<file path="config.mk">
export PLATFORM = sky130hd
export DESIGN_NAME = dma_sw_port_flat
export DESIGN_NICKNAME = d
export VERILOG_FILES = /design/src/rtl/dma_arb_pkg.sv /design/src/rtl/dma_req_if.sv /design/src/rtl/dma_sw_port.sv /design/src/flat_wrapper.sv
export SDC_FILE = /design/constraint.sdc
export NUM_CORES = 1
export LEC_CHECK = 0
export ABC_CLOCK_PERIOD_IN_PS = 1900
export BUFFER_PORTS_ARGS = -buffer_cell sky130_fd_sc_hd__buf_2
export CAP_MARGIN = 0
export CORE_AREA = 2 2 94 132
export CTS_CLUSTER_SIZE = 24
export DETAILED_ROUTE_END_ITERATION = 8
export DIE_AREA = 0 0 96 134
export PLACE_DENSITY_LB_ADDON = 0.3
export SETUP_SLACK_MARGIN = 0.1
export SLEW_MARGIN = 25
export SYNTH_ARGS = -nofsm -noshare
export SYNTH_HDL_FRONTEND = slang
export SYNTH_SLANG_ARGS = --single-unit
export TNS_END_PERCENT = 20
</file>
<file path="constraint.sdc">
create_clock -name pclk -period 1.9 [get_ports pclk]
set_input_delay 0.19 -clock pclk [delete_from_list [all_inputs] [get_ports pclk]]
set_output_delay 0.19 -clock pclk [all_outputs]
set_load 0.01 [all_outputs]
</file>
<file path="src/rtl/dma_arb_pkg.sv">
// Shared constants and types for the DMA request arbiter and its software port
package dma_arb_pkg;

   localparam int NUM_CH = 4;
   localparam int CH_W = 2;

   // Transfer-mode field, two bits per channel
   localparam logic [1:0] MODE_OFF = 2'h0;
   localparam logic [1:0] MODE_SINGLE = 2'h1;
   localparam logic [1:0] MODE_REPEAT = 2'h3;
   localparam logic [1:0] MODE_RESET = MODE_OFF;

   // Request source select layout
   localparam int SRC_REQ_BIT = 7;
   localparam int SRC_SW_BIT = 5;
   localparam int SRC_FIELD_LSB = 0;
   localparam int SRC_FIELD_W = 4;
   localparam logic [3:0] SRC_EXT_FALL = 4'hE;
   localparam logic [3:0] SRC_EXT_BOTH = 4'hF;
   localparam int MAX_PERIPH = 14;
   localparam logic [7:0] SRC_RESET = 8'h00;
   localparam logic [7:0] SRC_REQ_MASK = 8'h80;
   localparam logic [7:0] SRC_KEEP_MASK = 8'h5F;

   // Least gap from a source change to re-enable, in pclk cycles
   localparam int GUARD_MIN_CYC = 26;
   localparam logic [4:0] GUARD_LOAD = 5'(GUARD_MIN_CYC + 1);

   // APB register map, byte addresses
   localparam logic [7:0] OFS_MODE = 8'h00;
   localparam logic [7:0] OFS_SRC0 = 8'h04;
   localparam logic [7:0] OFS_SRC3 = 8'h10;
   localparam logic [7:0] OFS_STATUS = 8'h14;
   localparam logic [7:0] OFS_MASK = 8'h18;
   localparam logic [7:0] OFS_REQ = 8'h1C;
   localparam logic [7:0] STATUS_RESET = 8'h00;
   localparam logic [7:0] MASK_RESET = 8'h00;
   localparam logic [7:0] MODE_REG_RESET = 8'h00;

   typedef enum logic [1:0] {
      ARB_IDLE,
      ARB_XFER,
      ARB_WAIT_CPU
   } arb_state_t;

endpackage : dma_arb_pkg

</file>
<file path="src/rtl/dma_req_if.sv">
// Link between the software port and the DMA request arbiter
`timescale 1ns/1ps
interface dma_req_if;
   logic [2*dma_arb_pkg::NUM_CH-1:0] mode;
   logic src_wr;
   logic [dma_arb_pkg::CH_W-1:0] src_ch;
   logic [7:0] src_data;
   logic [dma_arb_pkg::NUM_CH-1:0] count_zero;
   logic [dma_arb_pkg::NUM_CH-1:0] req;
   logic [dma_arb_pkg::NUM_CH-1:0] start;
   logic [dma_arb_pkg::NUM_CH-1:0] discard;

   modport dev (
      input mode,
      input src_wr,
      input src_ch,
      input src_data,
      input count_zero,
      output req,
      output start,
      output discard
   );

   modport sw (
      output mode,
      output src_wr,
      output src_ch,
      output src_data,
      output count_zero,
      input req,
      input start,
      input discard
   );
endinterface : dma_req_if

</file>
<file path="src/rtl/dma_sw_port.sv">
// APB software port that configures the arbiter and reports its events
`timescale 1ns/1ps
module dma_sw_port (
   input wire logic pclk, // 200 MHz clock
   input wire logic presetn, // Asynchronous reset, active low
   dma_req_if.sw link, // Toward the arbiter
   input wire logic [7:0] paddr, // APB address
   input wire logic psel, // APB select
   input wire logic penable, // APB enable
   input wire logic pwrite, // APB direction
   input wire logic [31:0] pwdata, // APB write data
   output logic [31:0] prdata, // APB read data
   output logic pready, // APB ready
   output logic pslverr, // APB error on unmapped address
   input wire logic [dma_arb_pkg::NUM_CH-1:0] count_zero, // Transfer count is zero
   output logic irq // Level interrupt
);
   localparam int NCH = dma_arb_pkg::NUM_CH;

   logic [7:0] mode_sw_reg;
   logic [7:0] mode_out_reg;
   logic [7:0] mode_out_next;
   logic [7:0] shadow_reg [NCH];
   logic [4:0] guard_reg [NCH];
   logic pend_reg;
   logic [7:0] pend_data_reg;
   logic [1:0] pend_ch_reg;
   logic src_wr_reg;
   logic [1:0] src_ch_reg;
   logic [7:0] src_data_reg;
   logic [NCH-1:0] cz_reg;
   logic [7:0] status_reg;
   logic [7:0] status_next;
   logic [7:0] mask_reg;
   logic [31:0] prdata_reg;
   logic pready_reg;
   logic pslverr_reg;
   logic irq_reg;

   wire setup = psel & ~penable;
   wire wr_en = psel & penable & pwrite & pready_reg;
   wire hit_mode = paddr == dma_arb_pkg::OFS_MODE;
   wire hit_src = paddr >= dma_arb_pkg::OFS_SRC0 && paddr <= dma_arb_pkg::OFS_SRC3
      && paddr[1:0] == 2'h0;
   wire [1:0] src_idx = 2'(paddr[7:2] - 6'h01);
   wire hit_status = paddr == dma_arb_pkg::OFS_STATUS;
   wire hit_mask = paddr == dma_arb_pkg::OFS_MASK;
   wire hit_req = paddr == dma_arb_pkg::OFS_REQ;
   wire mapped = hit_mode | hit_src | hit_status | hit_mask | hit_req;
   // Request bit is always written as one, a software trigger carries it too
   wire [7:0] src_fwd = pwdata[7:0] | dma_arb_pkg::SRC_REQ_MASK;
   wire src_changed = pwdata[3:0] != shadow_reg[src_idx][3:0];
   wire src_wr_now = wr_en & hit_src;
   wire [7:0] status_evt = {link.discard, link.start};

   wire [31:0] rd_src = {24'h000000, link.req[src_idx], shadow_reg[src_idx][6:0]};
   wire [31:0] rd_mux = hit_mode ? {24'h000000, mode_sw_reg} :
      hit_src ? rd_src :
      hit_status ? {24'h000000, status_reg} :
      hit_mask ? {24'h000000, mask_reg} :
      hit_req ? {28'h0000000, link.req} : 32'h00000000;

   // Set wins over a write-one clear in the same cycle
   assign status_next = (status_reg & ~((wr_en & hit_status) ? pwdata[7:0] : 8'h00)) | status_evt;

   // Channel held disabled while its source changes and for the guard time after
   generate
      for (genvar ch = 0; ch < NCH; ch++) begin : g_guard
         wire change_here = src_wr_now & src_changed & (src_idx == 2'(ch));
         assign mode_out_next[2*ch +: 2] = (guard_reg[ch] != 5'h00 || change_here) ?
            dma_arb_pkg::MODE_OFF : mode_sw_reg[2*ch +: 2];
         always_ff @(posedge pclk or negedge presetn) begin
            if (!presetn) begin
               guard_reg[ch] <= 5'h00;
               shadow_reg[ch] <= dma_arb_pkg::SRC_RESET;
            end else begin
               if (change_here) begin
                  guard_reg[ch] <= dma_arb_pkg::GUARD_LOAD;
               end else if (guard_reg[ch] != 5'h00) begin
                  guard_reg[ch] <= guard_reg[ch] - 5'h01;
               end
               if (src_wr_now && src_idx == 2'(ch)) begin
                  shadow_reg[ch] <= pwdata[7:0] & dma_arb_pkg::SRC_KEEP_MASK;
               end
            end
         end
      end
   endgenerate

   always_ff @(posedge pclk or negedge presetn) begin
      if (!presetn) begin
         pend_reg <= 1'b0;
         pend_data_reg <= 8'h00;
         pend_ch_reg <= 2'h0;
         src_wr_reg <= 1'b0;
         src_ch_reg <= 2'h0;
         src_data_reg <= 8'h00;
      end else begin
         // A source change waits one cycle so the disable reaches the arbiter first
         pend_reg <= src_wr_now & src_changed;
         if (src_wr_now) begin
            pend_data_reg <= src_fwd;
            pend_ch_reg <= src_idx;
         end
         src_wr_reg <= pend_reg | (src_wr_now & ~src_changed);
         src_ch_reg <= pend_reg ? pend_ch_reg : src_idx;
         src_data_reg <= pend_reg ? pend_data_reg : src_fwd;
      end
   end

   always_ff @(posedge pclk or negedge presetn) begin
      if (!presetn) begin
         mode_sw_reg <= dma_arb_pkg::MODE_REG_RESET;
         mode_out_reg <= dma_arb_pkg::MODE_REG_RESET;
         cz_reg <= '0;
         status_reg <= dma_arb_pkg::STATUS_RESET;
         mask_reg <= dma_arb_pkg::MASK_RESET;
         irq_reg <= 1'b0;
      end else begin
         if (wr_en && hit_mode) begin
            mode_sw_reg <= pwdata[7:0];
         end
         if (wr_en && hit_mask) begin
            mask_reg <= pwdata[7:0];
         end
         mode_out_reg <= mode_out_next;
         cz_reg <= count_zero;
         status_reg <= status_next;
         irq_reg <= |(status_reg & mask_reg);
      end
   end

   always_ff @(posedge pclk or negedge presetn) begin
      if (!presetn) begin
         pready_reg <= 1'b0;
         pslverr_reg <= 1'b0;
         prdata_reg <= 32'h00000000;
      end else begin
         pready_reg <= setup;
         pslverr_reg <= setup & ~mapped;
         prdata_reg <= (setup & ~pwrite) ? rd_mux : 32'h00000000;
      end
   end

   assign link.mode = mode_out_reg;
   assign link.src_wr = src_wr_reg;
   assign link.src_ch = src_ch_reg;
   assign link.src_data = src_data_reg;
   assign link.count_zero = cz_reg;
   assign prdata = prdata_reg;
   assign pready = pready_reg;
   assign pslverr = pslverr_reg;
   assign irq = irq_reg;

endmodule : dma_sw_port

</file>
<file path="src/flat_wrapper.sv">
// flat-port wrapper written by rule: the top's interface ports become plain ports
module dma_sw_port_flat 
  (pclk, presetn, paddr, psel, penable, pwrite, pwdata, prdata, pready, pslverr, count_zero, irq, link_mode, link_src_wr, link_src_ch, link_src_data, link_count_zero, link_req, link_start, link_discard);
  dma_req_if link_i ();
  input wire logic pclk;
  input wire logic presetn;
  input wire logic [7:0] paddr;
  input wire logic psel;
  input wire logic penable;
  input wire logic pwrite;
  input wire logic [31:0] pwdata;
  output logic [31:0] prdata;
  output logic pready;
  output logic pslverr;
  input wire logic [dma_arb_pkg::NUM_CH-1:0] count_zero;
  output logic irq;
  output wire logic [$bits(link_i.mode)-1:0] link_mode;
  output wire logic [$bits(link_i.src_wr)-1:0] link_src_wr;
  output wire logic [$bits(link_i.src_ch)-1:0] link_src_ch;
  output wire logic [$bits(link_i.src_data)-1:0] link_src_data;
  output wire logic [$bits(link_i.count_zero)-1:0] link_count_zero;
  input wire logic [$bits(link_i.req)-1:0] link_req;
  input wire logic [$bits(link_i.start)-1:0] link_start;
  input wire logic [$bits(link_i.discard)-1:0] link_discard;
  assign link_mode = link_i.mode;
  assign link_src_wr = link_i.src_wr;
  assign link_src_ch = link_i.src_ch;
  assign link_src_data = link_i.src_data;
  assign link_count_zero = link_i.count_zero;
  assign link_i.req = link_req;
  assign link_i.start = link_start;
  assign link_i.discard = link_discard;
  dma_sw_port u_core (.pclk(pclk), .presetn(presetn), .link(link_i), .paddr(paddr), .psel(psel), .penable(penable), .pwrite(pwrite), .pwdata(pwdata), .prdata(prdata), .pready(pready), .pslverr(pslverr), .count_zero(count_zero), .irq(irq));
endmodule
</file>
==> flow_metrics.env <==
export IMPL_dpl_hpwl_um=9020
export IMPL_met1_usage_pct=24.6
export IMPL_power_mw=7.38
export IMPL_drv_slew=0
export IMPL_async_reset_ff_share_pct=100
export IMPL_cp_required_ns=2.18
export IMPL_dr_pass1_iters=4
export IMPL_grt_max_degree=49
export IMPL_via_count=3788
export IMPL_globalRouteMet2Util_pct=35.5
export IMPL_cts_buffers=17
export IMPL_io_buffers=70
export IMPL_end_kind="register"
export IMPL_fin_tns_setup_ns=0
export IMPL_clk_pin_slew_worst_paths_ns=0.05
export IMPL_grt_overflow_total=0
export IMPL_multiInputGateArea_mm2=0.00235
export IMPL_ys_seq_area_share_pct=52.2
export IMPL_htreeDepth=4
export IMPL_drive_above_1_share_pct=40.6
export IMPL_yosysWarnings=0
export IMPL_arrival_ns=2.06
export IMPL_die_h_um=134
export IMPL_met3_usage_pct=5.62
export IMPL_cts_num_sinks=113
export IMPL_core_area_mm2=0.0117
export IMPL_drt_wirelength_per_cell_um=17.2
export IMPL_drv_cap=0
export IMPL_antenna_found_initial=0
export IMPL_grt_pass1_wl_um=19900
export IMPL_netlist_area_mm2=0.00541
export IMPL_layout_setup_ws_ns=0.127
export IMPL_fillers=933
export IMPL_status="complete, no violations"
export IMPL_cp_max_fo=25
export IMPL_fmax_mhz=564
export IMPL_crit_chain="mux4_2 -> xnor2_2 -> and4_4 -> buf_12 -> o221ai_1"
export IMPL_seq_area_mm2=0.00283
export IMPL_remaining_drc_errors=0
export IMPL_gr_max_usage_layer="met2"
export IMPL_start_util_pct=46.3
export IMPL_synth_edf_count=0
export IMPL_place_ws_ns=-0.172
export IMPL_dieArea_mm2=0.0129
export IMPL_drtAntennaViolNets=0
export IMPL_power_density_mw_per_mm2=1050
export IMPL_synth_area_leaders="dfrtp_1 52%, mux2_2 7.3%, mux2_4 4.7%"
export IMPL_relSlewSlack_pct=59.0
export IMPL_drt_iter0_drc=181
export IMPL_peakVddDrop_uv=532
export IMPL_yosys_area_top_type="dfrtp_1"
export IMPL_cpPeakStageDelay_ns=0.52
export IMPL_n_antenna_cell=0
export IMPL_routed_wl_um=12400
export IMPL_cts_tree="done"
export IMPL_ys_flop_type="dfrtp_1"
export IMPL_rsz0062_at_grt="true"
export IMPL_track_usage_pct=20.9
export IMPL_total_leakage_power_nw=3.47
export IMPL_synth_seq_cells=113
export IMPL_yosysTopAreaCellShare_pct=52.2
export IMPL_syn_inst=433
export IMPL_worstHoldPathType="in2reg"
export IMPL_layout_common_cells="113 x dfrtp_1, 69 x buf_2, 47 x buf_4, 35 x mux2_2, 24 x conb_1"
export IMPL_rows=47
export IMPL_start_kind="register"
export IMPL_grt_pass1_vias=3937
export IMPL_syn_avg_cell_area_um2=12.5
export IMPL_fin_nets=633
export IMPL_finalCoreUtilization_pct=59.9
export IMPL_hold_viol_final=0
export IMPL_slowest_stage="mux4_2"
export IMPL_pin_count=119
export IMPL_setup_viol=0
export IMPL_syn2layout_area_growth_pct=29.5
export IMPL_min_period_over_period_pct=93.3
export IMPL_cts_root_buf="clkbuf_16"
export IMPL_worstSkewPairLatency_ns=0.42
export IMPL_die_w_um=96
export IMPL_min_period_ns=1.77
export IMPL_routabilityCongestion=0.858
export IMPL_fin_skew_ns=0.00876
export IMPL_cts_buffer_depth=2
export IMPL_largest_reg_flops=24
export IMPL_worst_pin_slew_ns=0.615
export IMPL_layout_commonest_cell="dfrtp_1"
export IMPL_viasPerCell=5.25
export IMPL_yosysUniqueCellTypes=54
export IMPL_criticalPathCategory="reg2reg"
-- logic make-up after synthesis --
logic type	after synthesis	share of synthesized area (%)
adders and majority gates	11	2.54
muxes	64	15.9
DFF	113	52.2
other	1	0.0693
buffers and inverters	65	6.79
and+or+nand+nor	92	10.3
AOI/OAI and AO/OA	77	10.6
xor gates and xnor gates	10	1.62
-- path summary, 6_finish.rpt --
path | start | to | slack (ns) | depth (start not counted)
worst max-delay path | u_core.shadow_reg[24]$_DFFE_PN0P_ | u_core.guard_reg[11]$_DFFE_PN0P_ | 0.13 | 5
worst min-delay path | pwdata[7] | u_core.mask_reg[7]$_DFFE_PN0P_ | 0.07 | 2
worst max register to register | u_core.shadow_reg[24]$_DFFE_PN0P_ | u_core.guard_reg[11]$_DFFE_PN0P_ | 0.13 | 5
worst min register to register | u_core.pend_data_reg[7]$_DFFE_PN0P_ | u_core.pend_data_reg[7]$_DFFE_PN0P_ | 0.47 | 1
max in group asynchronous | presetn | u_core.guard_reg[15]$_DFFE_PN0P_ | 0.94 | 3
min in group asynchronous | presetn | u_core.link.count_zero[2]$_DFF_PN0_ | 0.33 | 2
-- through the flow --
step | hold slack (ns) | instances | instance area [um^2]
6_report | 0.0653 | 721 | 7010
5_1_grt | 0.0498 | 721 | 7010
4_1_cts | 0.0458 | 719 | 6980
3_5_place_dp | 0.249 | 673 | 6220
3_3_place_gp | 0.237 | 673 | 6220
2_1_floorplan | -0.106 | 456 | 5570
-- cell type report --
| type | count | share of cell area [%] |
|---|---|---|
| Sequential cell | 113 | 40.3 |
| Clock inverter | 14 | 2.52 |
| Clock buffer | 18 | 6.27 |
| Tap cell | 147 | 2.62 |
| Multi-Input combinational cell | 278 | 33.5 |
| Timing Repair Buffer | 136 | 13.8 |
| Inverter | 15 | 0.910 |
-- worst max-delay path: cells and delay by family (launching register included) --
family | cells | cell delay, ns
AOI/OAI and AO/OA | 1 | 0.14
xor gates and xnor gates | 1 | 0.19
muxes | 1 | 0.52
buffers and inverters | 1 | 0.16
DFF | 1 | 0.38
and+or+nand+nor | 1 | 0.24
-- routing by layer --
metal | wire length, um | vias to the layer above | part of all wire, %
li1 | - | 1774 | -
met1 | 4920 | 1904 | 40
met2 | 6680 | 91 | 54
met3 | 541 | 19 | 4.4
met4 | 279 | 0 | 2.2
met5 | 0 | - | 0
-- timing repair --
action	4_1_cts	5_1_grt
pin swaps	1	2
setup endpoints to repair	5	28
hold buffers	13	0
gates resized for setup	0	3
endpoints found under the hold margin	57	0
setup buffers	1	2
-- synthesized netlist by cell type, types with 8 or more instances --
cell type  count
a21o_1         8
a21oi_1        8
buf_2          9
buf_4         26
clkbuf_1      13
dfrtp_1      113
ha_1          11
inv_1         15
mux2_2        35
mux2_4        17
nand2_1       19
nand4_1       11
nor2_1        13
nor3_1        10
o211a_1        9
o21ai_0       21
xnor2_1        9
-- power by group --
part	switching, mW	leakage (nW)	internal (mW)	total, mW
combinational	0.660	1.72	0.619	1.28
clock	1.16	0.298	2.11	3.27
sequential	0.178	1.45	2.65	2.83
(Power assumes the default switching activity.)
